## src/rtl/tvm_pkg.sv

```systemverilog
// Constants for the temperature and supply monitor register bank.
// Assumes a single clock and byte-wide register port.
// How it works
// RULE1: Test bits 7 and 6 of the temperature control register change only in special mode and stay zero otherwise; here a special-mode write persists.
// RULE2: Select bit 5 at zero offers the temperature voltage, at one the bandgap voltage.
// RULE3: Route enable bit 4 connects the selected voltage to the converter, else the external input stays.
// RULE4: Temperature sensing runs only while enable bit 3 is one.
// RULE5: The hot status bit is read-only and follows the sensor comparison.
// RULE6: Hot status is one only while hot in full performance mode, else zero.
// RULE7: A set hot change flag raises the interrupt while its enable bit is one.
// RULE8: Any change of hot status sets the hot flag; writing one clears it, zero keeps it.
// RULE9: Entering reduced power mode leaves the hot flag as it is; here the forced status drop sets it if hot status was one.
// RULE10: The undervoltage status bit is read-only and follows the supply comparison.
// RULE11: Undervoltage status is one only while low in full performance mode, else zero.
// RULE12: A set undervoltage flag raises the interrupt while its enable bit is one.
// RULE13: Any change of undervoltage status sets its flag; writing one clears it, zero keeps it.
// RULE14: Entering reduced power mode leaves the undervoltage flag as it is; here the forced status drop sets it if its status was one.
// RULE15: The upper five bits of the undervoltage control register read as zero.
// RULE16: A clear wins over a simultaneous status change, and flags and enables reset to zero.
`default_nettype none

package tvm_pkg;

   // ****************************************
   // Register map
   // ****************************************
   localparam logic [15:0] TEMP_CTRL_ADDR = 16'h02F0;
   localparam logic [15:0] UV_CTRL_ADDR = 16'h02F1;
   localparam logic [15:0] IRQ_STAT_ADDR = 16'h02F8;
   localparam logic [15:0] IRQ_CLR_ADDR = 16'h02F9;
   localparam logic [15:0] IRQ_EN_ADDR = 16'h02FA;

   // ****************************************
   // Field positions
   // ****************************************
   localparam int TEST_HI_BIT = 7;
   localparam int TEST_LO_BIT = 6;
   localparam int SRC_SEL_BIT = 5;
   localparam int ROUTE_EN_BIT = 4;
   localparam int SENSE_EN_BIT = 3;
   localparam int STATUS_BIT = 2;
   localparam int IRQ_EN_BIT = 1;
   localparam int FLAG_BIT = 0;
   // Layout of the interrupt summary registers
   localparam int SUM_HOT_BIT = 0;
   localparam int SUM_UV_BIT = 1;

   // ****************************************
   // Reset values
   // ****************************************
   localparam logic [7:0] DATA_ZERO = 8'h00;
   localparam logic [1:0] TEST_RESET = 2'h0;

endpackage

`default_nettype wire

```

## src/rtl/tvm_regs.sv

```systemverilog
// Temperature and supply monitor register bank with interrupt output.
// Assumes comparator and mode inputs already synchronous to mclk.
//
// The plain strobed port was left to the implementer.
`default_nettype none

module tvm_regs #(
   parameter int ADDR_W = 16
) (
   // Clock and reset
   input wire logic mclk,
   input wire logic resetn,
   // Register port
   input wire logic [ADDR_W-1:0] regAddr,
   input wire logic [7:0] regWdata,
   input wire logic regWr,
   input wire logic regRd,
   output logic [7:0] regRdata,
   // Analog side and modes
   input wire logic hotCompare,
   input wire logic undervoltCompare,
   input wire logic fullPerformanceMode,
   input wire logic specialMode,
   // Converter routing and sensor control
   output logic tempSenseEnable,
   output logic voltageRouteEnable,
   output logic voltageSourceSelect,
   // Interrupt
   output logic irq
);

   // ****************************************
   // Elaboration check
   // ****************************************
   generate
      if (ADDR_W < 10 || ADDR_W > 16) begin : g_bad_addr
         $error("ADDR_W must lie between 10 and 16");
      end
   endgenerate

   // ****************************************
   // State
   // ****************************************
   logic [1:0] testBits_reg, testBits_next;
   logic srcSel_reg, srcSel_next;
   logic routeEn_reg, routeEn_next;
   logic senseEn_reg, senseEn_next;
   logic hotStatus_reg, hotStatus_next;
   logic hotIe_reg, hotIe_next;
   logic hotFlag_reg, hotFlag_next;
   logic uvStatus_reg, uvStatus_next;
   logic uvIe_reg, uvIe_next;
   logic uvFlag_reg, uvFlag_next;
   logic irq_reg, irq_next;
   logic [7:0] rdata_reg, rdata_next;

   logic wrTemp, wrUv, wrClr, wrEn;
   logic hotClear, uvClear;

   function automatic logic hit(input logic [ADDR_W-1:0] a, input logic [15:0] target);
      hit = (a == target[ADDR_W-1:0]);
   endfunction

   assign wrTemp = regWr && hit(regAddr, tvm_pkg::TEMP_CTRL_ADDR);
   assign wrUv = regWr && hit(regAddr, tvm_pkg::UV_CTRL_ADDR);
   assign wrClr = regWr && hit(regAddr, tvm_pkg::IRQ_CLR_ADDR);
   assign wrEn = regWr && hit(regAddr, tvm_pkg::IRQ_EN_ADDR);

   // Clear strobes from either the control register or the summary clear
   assign hotClear = (wrTemp && regWdata[tvm_pkg::FLAG_BIT])
      || (wrClr && regWdata[tvm_pkg::SUM_HOT_BIT]);
   assign uvClear = (wrUv && regWdata[tvm_pkg::FLAG_BIT])
      || (wrClr && regWdata[tvm_pkg::SUM_UV_BIT]);

   // ****************************************
   // Control bits
   // ****************************************
   always_comb begin
      testBits_next = testBits_reg;
      srcSel_next = srcSel_reg;
      routeEn_next = routeEn_reg;
      senseEn_next = senseEn_reg;
      hotIe_next = hotIe_reg;
      uvIe_next = uvIe_reg;
      if (wrTemp) begin
         if (specialMode) begin
            testBits_next = regWdata[tvm_pkg::TEST_HI_BIT:tvm_pkg::TEST_LO_BIT]; // RULE1
         end
         srcSel_next = regWdata[tvm_pkg::SRC_SEL_BIT]; // RULE2
         routeEn_next = regWdata[tvm_pkg::ROUTE_EN_BIT]; // RULE3
         senseEn_next = regWdata[tvm_pkg::SENSE_EN_BIT]; // RULE4
         hotIe_next = regWdata[tvm_pkg::IRQ_EN_BIT];
      end
      if (wrUv) begin
         uvIe_next = regWdata[tvm_pkg::IRQ_EN_BIT];
      end
      if (wrEn) begin
         hotIe_next = regWdata[tvm_pkg::SUM_HOT_BIT];
         uvIe_next = regWdata[tvm_pkg::SUM_UV_BIT];
      end
   end

   always_ff @(posedge mclk or negedge resetn) begin
      if (!resetn) begin
         testBits_reg <= tvm_pkg::TEST_RESET;
         srcSel_reg <= 1'b0;
         routeEn_reg <= 1'b0;
         senseEn_reg <= 1'b0;
         hotIe_reg <= 1'b0; // RULE16
         uvIe_reg <= 1'b0; // RULE16
      end else begin
         testBits_reg <= testBits_next;
         srcSel_reg <= srcSel_next;
         routeEn_reg <= routeEn_next;
         senseEn_reg <= senseEn_next;
         hotIe_reg <= hotIe_next;
         uvIe_reg <= uvIe_next;
      end
   end

   // ****************************************
   // Status and change flags
   // ****************************************
   // Mode loss forces status low, which itself counts as a change
   always_comb begin
      hotStatus_next = hotCompare && senseEn_reg && fullPerformanceMode; // RULE5 RULE6
      uvStatus_next = undervoltCompare && fullPerformanceMode; // RULE10 RULE11
      hotFlag_next = hotFlag_reg;
      uvFlag_next = uvFlag_reg;
      if (hotStatus_next != hotStatus_reg) begin
         hotFlag_next = 1'b1; // RULE8
      end
      if (hotClear) begin
         hotFlag_next = 1'b0; // RULE16 RULE8
      end
      if (uvStatus_next != uvStatus_reg) begin
         uvFlag_next = 1'b1; // RULE13
      end
      if (uvClear) begin
         uvFlag_next = 1'b0; // RULE16 RULE13
      end
      // Nothing else touches the flags, so power mode entry keeps them unless its forced status drop sets them
      irq_next = (hotFlag_reg && hotIe_reg) || (uvFlag_reg && uvIe_reg); // RULE7 RULE12 RULE9 RULE14
   end

   always_ff @(posedge mclk or negedge resetn) begin
      if (!resetn) begin
         hotStatus_reg <= 1'b0;
         uvStatus_reg <= 1'b0;
         hotFlag_reg <= 1'b0; // RULE16
         uvFlag_reg <= 1'b0; // RULE16
         irq_reg <= 1'b0;
      end else begin
         hotStatus_reg <= hotStatus_next;
         uvStatus_reg <= uvStatus_next;
         hotFlag_reg <= hotFlag_next;
         uvFlag_reg <= uvFlag_next;
         irq_reg <= irq_next;
      end
   end

   // ****************************************
   // Read path
   // ****************************************
   // Data stand only in the cycle after the strobe; unmapped reads give zero
   always_comb begin
      rdata_next = tvm_pkg::DATA_ZERO;
      if (regRd) begin
         if (hit(regAddr, tvm_pkg::TEMP_CTRL_ADDR)) begin
            rdata_next[tvm_pkg::TEST_HI_BIT:tvm_pkg::TEST_LO_BIT] = testBits_reg;
            rdata_next[tvm_pkg::SRC_SEL_BIT] = srcSel_reg;
            rdata_next[tvm_pkg::ROUTE_EN_BIT] = routeEn_reg;
            rdata_next[tvm_pkg::SENSE_EN_BIT] = senseEn_reg;
            rdata_next[tvm_pkg::STATUS_BIT] = hotStatus_reg;
            rdata_next[tvm_pkg::IRQ_EN_BIT] = hotIe_reg;
            rdata_next[tvm_pkg::FLAG_BIT] = hotFlag_reg;
         end else if (hit(regAddr, tvm_pkg::UV_CTRL_ADDR)) begin
            rdata_next[tvm_pkg::STATUS_BIT] = uvStatus_reg; // RULE15
            rdata_next[tvm_pkg::IRQ_EN_BIT] = uvIe_reg;
            rdata_next[tvm_pkg::FLAG_BIT] = uvFlag_reg;
         end else if (hit(regAddr, tvm_pkg::IRQ_STAT_ADDR)) begin
            rdata_next[tvm_pkg::SUM_HOT_BIT] = hotFlag_reg;
            rdata_next[tvm_pkg::SUM_UV_BIT] = uvFlag_reg;
         end else if (hit(regAddr, tvm_pkg::IRQ_EN_ADDR)) begin
            rdata_next[tvm_pkg::SUM_HOT_BIT] = hotIe_reg;
            rdata_next[tvm_pkg::SUM_UV_BIT] = uvIe_reg;
         end
      end
   end

   always_ff @(posedge mclk or negedge resetn) begin
      if (!resetn) begin
         rdata_reg <= tvm_pkg::DATA_ZERO;
      end else begin
         rdata_reg <= rdata_next;
      end
   end

   assign regRdata = rdata_reg;
   assign tempSenseEnable = senseEn_reg;
   assign voltageRouteEnable = routeEn_reg;
   assign voltageSourceSelect = srcSel_reg;
   assign irq = irq_reg;

   // ****************************************
   // Assertions
   // ****************************************
   property p_testLock;
      @(posedge mclk) disable iff (!resetn)
      (wrTemp && !specialMode) |=> $stable(testBits_reg);
   endproperty
   a_testLock: assert property (p_testLock) else $error("test bits changed outside special mode"); // RULE1

   property p_routeWrite;
      @(posedge mclk) disable iff (!resetn)
      wrTemp |=> (voltageRouteEnable == $past(regWdata[tvm_pkg::ROUTE_EN_BIT]))
         && (voltageSourceSelect == $past(regWdata[tvm_pkg::SRC_SEL_BIT]))
         && (tempSenseEnable == $past(regWdata[tvm_pkg::SENSE_EN_BIT]));
   endproperty
   a_routeWrite: assert property (p_routeWrite) else $error("routing bits not taken from write"); // RULE3

   property p_hotStatus;
      @(posedge mclk) disable iff (!resetn)
      (hotCompare && senseEn_reg && fullPerformanceMode) |=> hotStatus_reg;
   endproperty
   a_hotStatus: assert property (p_hotStatus) else $error("hot status missed"); // RULE6

   property p_hotOffMode;
      @(posedge mclk) disable iff (!resetn)
      !fullPerformanceMode |=> !hotStatus_reg && !uvStatus_reg;
   endproperty
   a_hotOffMode: assert property (p_hotOffMode) else $error("status high outside full mode"); // RULE11

   property p_hotSet;
      @(posedge mclk) disable iff (!resetn)
      (hotStatus_reg != $past(hotStatus_reg)) && !$past(hotClear) |-> hotFlag_reg;
   endproperty
   a_hotSet: assert property (p_hotSet) else $error("hot flag not set on change"); // RULE8

   property p_uvSet;
      @(posedge mclk) disable iff (!resetn)
      (uvStatus_reg != $past(uvStatus_reg)) && !$past(uvClear) |-> uvFlag_reg;
   endproperty
   a_uvSet: assert property (p_uvSet) else $error("undervoltage flag not set on change"); // RULE13

   property p_clearWins;
      @(posedge mclk) disable iff (!resetn)
      hotClear |=> !hotFlag_reg;
   endproperty
   a_clearWins: assert property (p_clearWins) else $error("hot flag survived a clear"); // RULE16

   property p_flagKeep;
      @(posedge mclk) disable iff (!resetn)
      uvFlag_reg && !uvClear ##1 $fell(fullPerformanceMode) && !uvClear ##1 !uvClear
         |-> uvFlag_reg [*2];
   endproperty
   a_flagKeep: assert property (p_flagKeep) else $error("flag lost on power mode entry"); // RULE14

   property p_irq;
      @(posedge mclk) disable iff (!resetn)
      (hotFlag_reg && hotIe_reg) |=> irq;
   endproperty
   a_irq: assert property (p_irq) else $error("interrupt missing"); // RULE7

   property p_irqMasked;
      @(posedge mclk) disable iff (!resetn)
      !(hotFlag_reg && hotIe_reg) && !(uvFlag_reg && uvIe_reg) |=> !irq;
   endproperty
   a_irqMasked: assert property (p_irqMasked) else $error("interrupt without enabled flag"); // RULE12

   property p_uvUpper;
      @(posedge mclk) disable iff (!resetn)
      (regRd && hit(regAddr, tvm_pkg::UV_CTRL_ADDR))
         |=> (regRdata[tvm_pkg::TEST_HI_BIT:tvm_pkg::SENSE_EN_BIT] == 5'h00)
         && (regRdata[tvm_pkg::STATUS_BIT] == $past(uvStatus_reg));
   endproperty
   a_uvUpper: assert property (p_uvUpper) else $error("undervoltage upper bits not zero"); // RULE15

   // ****************************************
   // Flag and interrupt assertions
   // ****************************************
   property p_hotKeep;
      @(posedge mclk) disable iff (!resetn)
      hotFlag_reg && !hotClear ##1 $fell(fullPerformanceMode) && !hotClear ##1 !hotClear
         |-> hotFlag_reg [*2];
   endproperty
   a_hotKeep: assert property (p_hotKeep) else $error("hot flag lost on power mode entry"); // RULE9

   property p_uvIrq;
      @(posedge mclk) disable iff (!resetn)
      (uvFlag_reg && uvIe_reg) |=> irq;
   endproperty
   a_uvIrq: assert property (p_uvIrq) else $error("undervoltage interrupt missing"); // RULE12

   property p_uvClearWins;
      @(posedge mclk) disable iff (!resetn)
      uvClear |=> !uvFlag_reg;
   endproperty
   a_uvClearWins: assert property (p_uvClearWins) else $error("undervoltage flag survived a clear"); // RULE16

   property p_hotHold;
      @(posedge mclk) disable iff (!resetn)
      hotFlag_reg && !hotClear |=> hotFlag_reg;
   endproperty
   a_hotHold: assert property (p_hotHold) else $error("hot flag dropped without a clear"); // RULE8

   property p_uvHold;
      @(posedge mclk) disable iff (!resetn)
      uvFlag_reg && !uvClear |=> uvFlag_reg;
   endproperty
   a_uvHold: assert property (p_uvHold) else $error("undervoltage flag dropped without a clear"); // RULE13

   property p_hotNoSpurious;
      @(posedge mclk) disable iff (!resetn)
      !hotFlag_reg && (hotStatus_next == hotStatus_reg) |=> !hotFlag_reg;
   endproperty
   a_hotNoSpurious: assert property (p_hotNoSpurious) else $error("hot flag set without change"); // RULE8

   property p_uvNoSpurious;
      @(posedge mclk) disable iff (!resetn)
      !uvFlag_reg && (uvStatus_next == uvStatus_reg) |=> !uvFlag_reg;
   endproperty
   a_uvNoSpurious: assert property (p_uvNoSpurious) else $error("undervoltage flag set without change"); // RULE13

   property p_enAlias;
      @(posedge mclk) disable iff (!resetn)
      wrEn |=> (hotIe_reg == $past(regWdata[tvm_pkg::SUM_HOT_BIT]))
         && (uvIe_reg == $past(regWdata[tvm_pkg::SUM_UV_BIT]));
   endproperty
   a_enAlias: assert property (p_enAlias) else $error("enable register not taken from write"); // RULE12

   // ****************************************
   // Status, control and read assertions
   // ****************************************
   property p_uvStatus;
      @(posedge mclk) disable iff (!resetn)
      (undervoltCompare && fullPerformanceMode) |=> uvStatus_reg;
   endproperty
   a_uvStatus: assert property (p_uvStatus) else $error("undervoltage status missed"); // RULE11

   property p_hotStatusLow;
      @(posedge mclk) disable iff (!resetn)
      !(hotCompare && senseEn_reg && fullPerformanceMode) |=> !hotStatus_reg;
   endproperty
   a_hotStatusLow: assert property (p_hotStatusLow) else $error("hot status high without cause"); // RULE6

   property p_uvStatusLow;
      @(posedge mclk) disable iff (!resetn)
      !(undervoltCompare && fullPerformanceMode) |=> !uvStatus_reg;
   endproperty
   a_uvStatusLow: assert property (p_uvStatusLow) else $error("undervoltage status high without cause"); // RULE10

   property p_ctrlHold;
      @(posedge mclk) disable iff (!resetn)
      !wrTemp |=> $stable({voltageSourceSelect, voltageRouteEnable, tempSenseEnable});
   endproperty
   a_ctrlHold: assert property (p_ctrlHold) else $error("routing bits changed without a write"); // RULE4

   property p_testHold;
      @(posedge mclk) disable iff (!resetn)
      !wrTemp |=> $stable(testBits_reg);
   endproperty
   a_testHold: assert property (p_testHold) else $error("test bits changed without a write"); // RULE1

   property p_hotRead;
      @(posedge mclk) disable iff (!resetn)
      (regRd && hit(regAddr, tvm_pkg::TEMP_CTRL_ADDR))
         |=> (regRdata[tvm_pkg::STATUS_BIT] == $past(hotStatus_reg));
   endproperty
   a_hotRead: assert property (p_hotRead) else $error("hot status read back wrong"); // RULE5

   property p_testRead;
      @(posedge mclk) disable iff (!resetn)
      (regRd && hit(regAddr, tvm_pkg::TEMP_CTRL_ADDR))
         |=> (regRdata[tvm_pkg::TEST_HI_BIT:tvm_pkg::TEST_LO_BIT] == $past(testBits_reg));
   endproperty
   a_testRead: assert property (p_testRead) else $error("test bits read back wrong"); // RULE1

endmodule

`default_nettype wire

```

## config.mk

```make
export PLATFORM = sky130hd
export DESIGN_NAME = tvm_regs
export DESIGN_NICKNAME = d
export VERILOG_FILES = /design/src/rtl/tvm_pkg.sv /design/src/rtl/tvm_regs.sv
export SDC_FILE = /design/constraint.sdc
export NUM_CORES = 1
export LEC_CHECK = 0
export BUFFER_PORTS_ARGS = -buffer_cell sky130_fd_sc_hd__clkbuf_2
export CAP_MARGIN = 5
export CORE_MARGIN = 4
export CORE_UTILIZATION = 46
export CTS_BUF_LIST = sky130_fd_sc_hd__clkbuf_16
export DETAILED_ROUTE_END_ITERATION = 8
export GPL_ROUTABILITY_DRIVEN = 1
export PLACE_DENSITY = 0.77
export SLEW_MARGIN = 10
export SYNTH_ARGS = -nofsm -noshare
export SYNTH_HDL_FRONTEND = slang
export SYNTH_SLANG_ARGS = --single-unit
```

## constraint.sdc

```tcl
create_clock -name mclk -period 1.1 [get_ports mclk]
set_input_delay 0.33 -clock mclk [delete_from_list [all_inputs] [get_ports mclk]]
set_output_delay 0.33 -clock mclk [all_outputs]
set_load 0.01 [all_outputs]
```

# Word-level counts from Yosys, hierarchy flattened
# Index checks and enable logic that the tools add are counted.
[totals]
reg_bits = 20
inputBits = 32
output_inout_bits = 12
word_cells = 55
[classes]
eq_ne = 7
mux = 15
reduce_logical = 21
[op_table]
columns = ["op", "count"]
rows = [
  ["equality test 16 x 10 -> 1 bit, second input constant", 5],
  ["logical AND 1 bit", 13],
  ["2-to-1 mux 1 bit", 9],
  ["2-to-1 mux 8 bit", 1],
  ["nonzero test 2 bit", 4],
  ["2-to-1 mux 2 bit", 3],
  ["2-to-1 mux 5 bit", 1],
  ["logical OR 1 bit", 3],
  ["2-to-1 mux 3 bit", 1],
  ["!= test 1 bit", 2],
  ["AND reduction 2 bit", 1],
]

# Longest topological paths before layout
# Gate-level depths: netlist of run 1.
[logic_depth]
word_depth = 6
depth_mapped = 5
mapped_depth_nobuf = 4

# Least setup slack after synthesis of run 1
# OpenSTA, ideal clock, no wires.
[synth_timing]
path_kind = "input to register"
start = "input regAddr[8]"
end = "register testBits_reg[0]"
setup_time_ns = 0.127
arrival_time_ns = 1.301
path_slack_ns = -0.328
cell_stages = 4
cell_sequence = "nor4b_4 and4_4 nand3_2 mux2_1"
[synth_between]
elab_chain_cells = 3
[synth_lines]
columns = ["element", "line", "text"]
rows = [
  ["start, declared", "tvm_regs.sv:14", "input wire logic [ADDR_W-1:0] regAddr,"],
  ["equality test 16 x 10 -> 1 bit", "tvm_regs.sv:61", "hit = (a == target[ADDR_W-1:0]);"],
  ["logical AND 1 bit", "tvm_regs.sv:64", "assign wrTemp = regWr && hit(regAddr, tvm_pkg::TEMP_CTRL_ADDR);"],
  ["AND reduction 2 bit (no line)", "-", ""],
  ["end signal, assigned", "tvm_regs.sv:105", "testBits_reg <= tvm_pkg::TEST_RESET;"],
  ["end signal, assigned", "tvm_regs.sv:112", "testBits_reg <= testBits_next;"],
  ["end, declared", "tvm_regs.sv:44", "logic [1:0] testBits_reg, testBits_next;"],
]
# No other way between the ends.
# A chain may end at the register's enable or synchronous reset.

# Worst setup path after layout of run 1
# Ends and elaborated chain as after synthesis.

==> flow_summary_export.csv, run 1 <==
group,metric,value,unit
placement,dpl_worst_slack,-455,ps
grt,antenna_violations_before_repair,0,
setup_path,timing.critical_path.cells,"buf_6 > nor4b_4 > and4_4 > nand3_4 > mux2_4",
synthesis,fraction_of_the_yosys_area_taken_by_sequential_cells,0.504,
setup_path,rrSetupSlack,-10,ps
flow_run,number_of_max_cap_violations,0,
synthesis,synth_edf_count,0,
clock_network,clk_transition_reported_paths,60,ps
synthesis,netlist.area_leader.share,0.504,
cells_and_area,finish.instance_area,0.00156,mm²
sta,fin_crit,1280,ps
synthesis,yosys.area_share.simple,0.257,
status,run_status,"complete, but fails checks",
clock_network,cts-htree-levels,1,
setup_path,cp_max_fo,3,
clock_network,cts_buffers,3,
synthesis,post-synth-top-area-cell,"dfrtp_1",
sta,max_freq,780,MHz
route,drt_pre_antenna_iters,4,
setup_path,setup.worst_path.class,"in -> reg",
route,detail-route-antenna-nets,0,
synthesis,ys.flop_type,"dfrtp_1",
synthesis,yosys.area_share.adder,0,
grt,first_pass_grt_wire_length,3970,µm
route,num_vias,913,
power_and_ir_drop,power.static_leakage,0.797,nW
synthesis,synth.distinct_cells,40,
synthesis,xor_xnor_cell_area_share_of_the_yosys_netlist,0.0353,
sta,timing_worst_slew_pin_value,477,ps
sta,final_hold_viol_count,0,
cells_and_area,number_of_flip_flops_in_the_largest_register,8,
setup_path,cp.arrival,1420,ps
floorplan,floorplan.initialDensity,0.496,
synthesis,synthesis.yosys.warnings,0,
setup_path,path_buf_inv,1,
synthesis,postSynthAreaPerCell,11.7,µm²
setup_path,startpoint_class,"primary input",
clock_network,clock-sinks,20,
route,route.detailed.vias_per_inst,5.31,
placement,place.detailed.hpwl,1710,µm
placement,dpl-instance-area,0.00133,mm²
setup_path,r2r_start,"tempSenseEnable",
clock_network,worst_skew_pair_latency,250,ps
synthesis,yosys-top-cells-count,"dfrtp_1, and2_1, mux2_2, nor2_1",
sta,hold-worst-slack,23.6,ps
floorplan,design.core.area,0.00200,mm²
setup_path,slowest_stage,"nor4b_4",
floorplan,ios,44,
floorplan,chipWidth,54.5,µm
synthesis,multiplexer_share_of_the_synthesized_area,0.0882,
grt,first_global_vias,915,
cells_and_area,drive_gt1_frac,0.579,
grt,gr-total-overflow,0,
setup_path,timing.reg2reg.worst_path_depth,4,
setup_path,cp_top_family,"simple AND/OR/NAND/NOR gates",
route,route.detailed.drc,0,
sta,skew,2.01,ps
setup_path,regToRegEndpoint,"hotFlag_reg",
synthesis,postSynthNetCount,117,
clock_network,cts_tree,"yes",
sta,timing.final.max_slew_violations,0,
synthesis,syn_area,993,µm²
power_and_ir_drop,p_total,1.93,mW
sta,layout_worst_path_cycle_share,1.16,
sta,grt_setup_unrepaired,"true",
floorplan,rows,16,
synthesis,synth_seq_cells,20,
sta,timing.max_slew.rel_slack,0.682,
clock_network,clock-root-buffer,"clkbuf_16",
route,finalWirelength,2610,µm
route,route.detailed.wl_per_inst,15.2,µm
hold_path,worstHoldPathType,"in -> async",
sta,setup-violations-final,16,
floorplan,floorplan.die.height,54.5,µm
floorplan,die-area,0.00297,mm²
grt,grt_max_degree,21,
setup_path,worst-endpoint-required,1240,ps
setup_path,critPathCaptureType,"flop",
status,failed_checks,"negative setup slack",
power_and_ir_drop,power_per_cell_area,1240,mW/mm²
synthesis,synth_area_in_compound_gates,0.0995,
cells_and_area,final_net_count,178,
grt,grt_usage,0.196,
route,detail_route.iter0.violations,12,
clock_network,clockBufferDepth,2,
sta,finalWorstSetupSlack,-181,ps
synthesis,yosys-top-cells-area,"dfrtp_1, mux2_2, and2_1",
placement,io_buffers,42,
setup_path,slowest_delay,320,ps
placement,place.gp.congestion,0.778,
power_and_ir_drop,power.ir.vdd_worst,1.20,mV
synthesis,yosysMostFrequentCell,"dfrtp_1",
cells_and_area,syn2layout_area_growth,57.2,%
cells_and_area,diodes,0,
synthesis,netlist_instances,85,
synthesis,synth_top_family_by_area,"simple AND/OR/NAND/NOR gates",
synthesis,synthArstFlopShare,1.00,
area by class of cell:
type	instances	area, µm²
Fill cell	122	440
Tap cell	27	33.8
Multi-Input combinational cell	61	551
Timing Repair Buffer	59	368
Sequential cell	20	500
Clock buffer	3	75.1
Inverter	1	3.75
Clock inverter	1	30.0
metal layers:
layer / wire, µm / up-vias / global-route usage
li1: - / 429 / -
met1: 1000 / 423 / 0.211
met2: 1370 / 51 / 0.335
met3: 150 / 10 / 0.0381
met4: 91 / 0 / 0.154
met5: 0 / - / 0
kinds of logic (layout without fill, tap and decap cells):
logic type                count (synthesis)  in the layout
AOI/OAI and AO/OA                        15             15
xor gates and xnor gates                  4              4
buffers and inverters                     4             64
DFF                                      20             20
muxes                                     8              8
and+or+nand+nor                          34             34
what timing repair did:
item                       in CTS  in global routing
pin swaps                       6                  9
setup endpoints to repair      19                 21
gates cloned                    0                  0
hold buffers                    0                  0
gates resized for setup         6                 18
setup buffers                   2                  3
worst max-delay path by stage:
stage	startpoint	end	slack (ps)	depth (start not counted)
after CTS	regAddr[10]	voltageRouteEnable	-190	5
after global routing	regAddr[8]	testBits_reg[1]	-230	5
after global placement	regAddr[10]	testBits_reg[1]	-430	5
after detailed placement	regAddr[10]	testBits_reg[1]	-460	5
final	regAddr[8]	testBits_reg[0]	-180	5
after floorplan	regAddr[10]	testBits_reg[0]	-320	4
placed cells by master, fill, tap and decap left out, types with 2 or more instances in the layout:
cell / instances
a21oi_1: 3
a31oi_1: 3
and2_1: 2
and2_4: 4
and3_1: 2
and3b_1: 2
buf_4: 14
buf_6: 6
clkbuf_16: 3
clkbuf_2: 39
dfrtp_1: 20
mux2_2: 4
mux2_4: 2
mux2i_1: 2
nand2_1: 2
nor2_1: 2
nor2_4: 2
nor2b_1: 3
nor3_1: 2
nor4_4: 2
o21ai_1: 2
xnor2_1: 3
where the power goes:
group	leakage (nW)	internal (mW)	switching (mW)
Clock	0.0511	0.722	0.277
Combinational	0.483	0.0946	0.0987
Sequential	0.263	0.738	0.00244
through the flow:
stage,instances,utilization,setup TNS [ps]
2_1_floorplan,85,-,-3070
3_3_place_gp,163,0.664,-5890
3_5_place_dp,163,0.664,-6410
4_1_cts,169,0.736,-2040
5_1_grt,172,0.780,-3140
6_report,172,0.780,-1940
(Power assumes the default switching activity.)
==> inputs of run 2 (changes only) <==
--- a/config.mk
+++ b/config.mk
@@ -13,6 +13,7 @@
 export DETAILED_ROUTE_END_ITERATION = 8
 export GPL_ROUTABILITY_DRIVEN = 1
 export PLACE_DENSITY = 0.77
+export REMOVE_ABC_BUFFERS = 1
 export SLEW_MARGIN = 10
 export SYNTH_ARGS = -nofsm -noshare
 export SYNTH_HDL_FRONTEND = slang
==> run 2 against run 1 <==
The run still ends with negative setup slack left. First-iteration DRC count is the same. Clock skew decreased by 1.2 ps. Sequential power about the same. Utilization decreased by 1.0 points. Fmax fell by 3.3%. Highest routed layer unchanged.
==> flow_summary_export.csv, run 2 (synthesized netlist as in run 1, its figures left out) <==
group,metric,value,unit
hold_path,worstHoldPathType,"in -> async",
route,route.detailed.wl_per_inst,16.5,µm
route,detail_route.iter0.violations,12,
grt,first_global_vias,990,
clock_network,cts_buffers,3,
setup_path,worst-endpoint-required,1230,ps
placement,dpl-instance-area,0.00132,mm²
grt,first_pass_grt_wire_length,4350,µm
flow_run,number_of_max_cap_violations,0,
cells_and_area,final_cell_mix,"clkbuf_2, dfrtp_1, buf_4, and2_1, mux2_2",
cells_and_area,utilization,0.770,
cells_and_area,area.sequential,500,µm²
clock_network,clock-root-buffer,"clkbuf_16",
cells_and_area,diodes,0,
sta,layout_worst_path_cycle_share,1.20,
setup_path,startpoint_class,"primary input",
power_and_ir_drop,switchingPower,369,µW
route,route.detailed.vias_per_inst,5.38,
floorplan,floorplan.die.height,54.5,µm
sta,timing.final.max_slew_violations,0,
cells_and_area,finish.instance_area,0.00154,mm²
status,failed_checks,"negative setup slack",
setup_path,timing.critical_path.cells,"clkbuf_2 > nor4b_4 > and4_4 > nand3_4 > mux2_4",
setup_path,cp.arrival,1460,ps
grt,gr-total-overflow,0,
route,detail-route-antenna-nets,0,
cells_and_area,fill_cells,134,
floorplan,design.core.area,0.00200,mm²
grt,grt_usage,0.210,
power_and_ir_drop,power.clock.fraction,0.512,
clock_network,worst_skew_pair_latency,250,ps
setup_path,cp_top_family,"simple AND/OR/NAND/NOR gates",
floorplan,ios,44,
sta,max_freq,755,MHz
placement,place.detailed.hpwl,2000,µm
sta,setup-violations-final,19,
floorplan,rows,16,
sta,timing_worst_slew_pin_value,506,ps
placement,place.gp.congestion,0.757,
sta,fin_crit,1320,ps
setup_path,cp_max_fo,3,
power_and_ir_drop,power_per_cell_area,1250,mW/mm²
route,drt_pre_antenna_iters,4,
cells_and_area,drive_gt1_frac,0.575,
route,finalWirelength,2850,µm
power_and_ir_drop,power.static_leakage,0.793,nW
setup_path,slowest_stage,"nor4b_4",
power_and_ir_drop,comb_power_share,0.103,
clock_network,holdBufCountCts,0,
route,route.detailed.drc,0,
sta,grt_setup_unrepaired,"true",
sta,finalWorstSetupSlack,-225,ps
clock_network,clk_transition_reported_paths,50,ps
sta,skew,0.769,ps
cells_and_area,syn2layout_area_growth,55.2,%
setup_path,setup.worst_path.class,"in -> reg",
placement,dpl_worst_slack,-487,ps
setup_path,critPathCaptureType,"flop",
clock_network,clockBufferDepth,2,
cells_and_area,mostFrequentLayoutCell,"clkbuf_2",
cells_and_area,number_of_flip_flops_in_the_largest_register,8,
setup_path,path_buf_inv,1,
floorplan,floorplan.initialDensity,0.496,
floorplan,chipWidth,54.5,µm
clock_network,cts-htree-levels,1,
sta,final_hold_viol_count,0,
cells_and_area,final_net_count,179,
sta,timing.max_slew.rel_slack,0.663,
status,run_status,"complete, but fails checks",
power_and_ir_drop,p_total,1.92,mW
clock_network,cts_tree,"yes",
setup_path,slowest_delay,330,ps
grt,antenna_violations_before_repair,0,
placement,io_buffers,42,
power_and_ir_drop,seq_pwr_share,0.385,
power_and_ir_drop,switching_fraction,0.192,
power_and_ir_drop,power.ir.vdd_worst,1.41,mV
route,num_vias,931,
clock_network,clock-sinks,20,
floorplan,die-area,0.00297,mm²
cells_and_area,multiInputGateArea,539,µm²
grt,grt_max_degree,21,
power_and_ir_drop,internal-power,1.55,mW
-- run 2: cell type report --
class | instances | area share
clock buffer | 3 | 0.0487
tap | 27 | 0.0219
multi-input combinational | 61 | 0.350
clock inverter | 1 | 0.0195
timing repair buffer | 60 | 0.233
sequential | 20 | 0.325
inverter | 1 | 0.00244
-- run 2: per-layer routing --
| layer | vias to the layer above | global-route usage | part of all wire |
|---|---|---|---|
| met5 | - | 0 | 0 |
| met4 | 0 | 0.0830 | 0.024 |
| met3 | 6 | 0.0490 | 0.058 |
| met2 | 42 | 0.404 | 0.55 |
| met1 | 451 | 0.214 | 0.37 |
| li1 | 432 | - | - |
-- run 2: power groups by stage --
stage | logic (mW) | clock network (mW) | registers [mW]
after floorplan | 0.0519 | 0 | 0.753
after global placement | 0.173 | 0 | 0.753
after detailed placement | 0.182 | 0 | 0.753
after CTS | 0.189 | 0.994 | 0.740
after global routing | 0.214 | 1.05 | 0.740
final | 0.198 | 0.986 | 0.740
-- run 2: worst paths after layout --
kind | cells past startpoint | end | slack, ps | from
setup / recovery | 5 | testBits_reg[0] | -220 | regAddr[11]
setup reg to reg | 4 | hotFlag_reg | 30 | tempSenseEnable
hold reg to reg | 1 | regRdata[7] | 530 | testBits_reg[1]
hold / removal | 1 | regRdata[3] | 40 | resetn
min in group mclk | 2 | hotFlag_reg | 310 | regWdata[0]
max in group asynchronous | 1 | irq | 720 | resetn
-- run 2: worst reg2reg max path, cell delays in order, from the launching register on --
cell	delay, ps
dfrtp_1	400
and3_1	180
xnor2_1	140
nor2b_1	180
a31oi_1	60
-- run 2: repair_timing --
item	CTS	global route
setup endpoints to repair	17	20
hold endpoints to repair	0	0
pin swaps	13	7
setup buffers	2	4
gates resized for setup	10	9
-- run 2: stage by stage --
step	std cells	TNS, ps	hold slack, ps
after detailed placement	163	-6600	316
after global routing	173	-3820	68.5
final	173	-2590	36.4
after CTS	169	-2080	50.6
after floorplan	82	-3200	34.4
after global placement	163	-6080	302
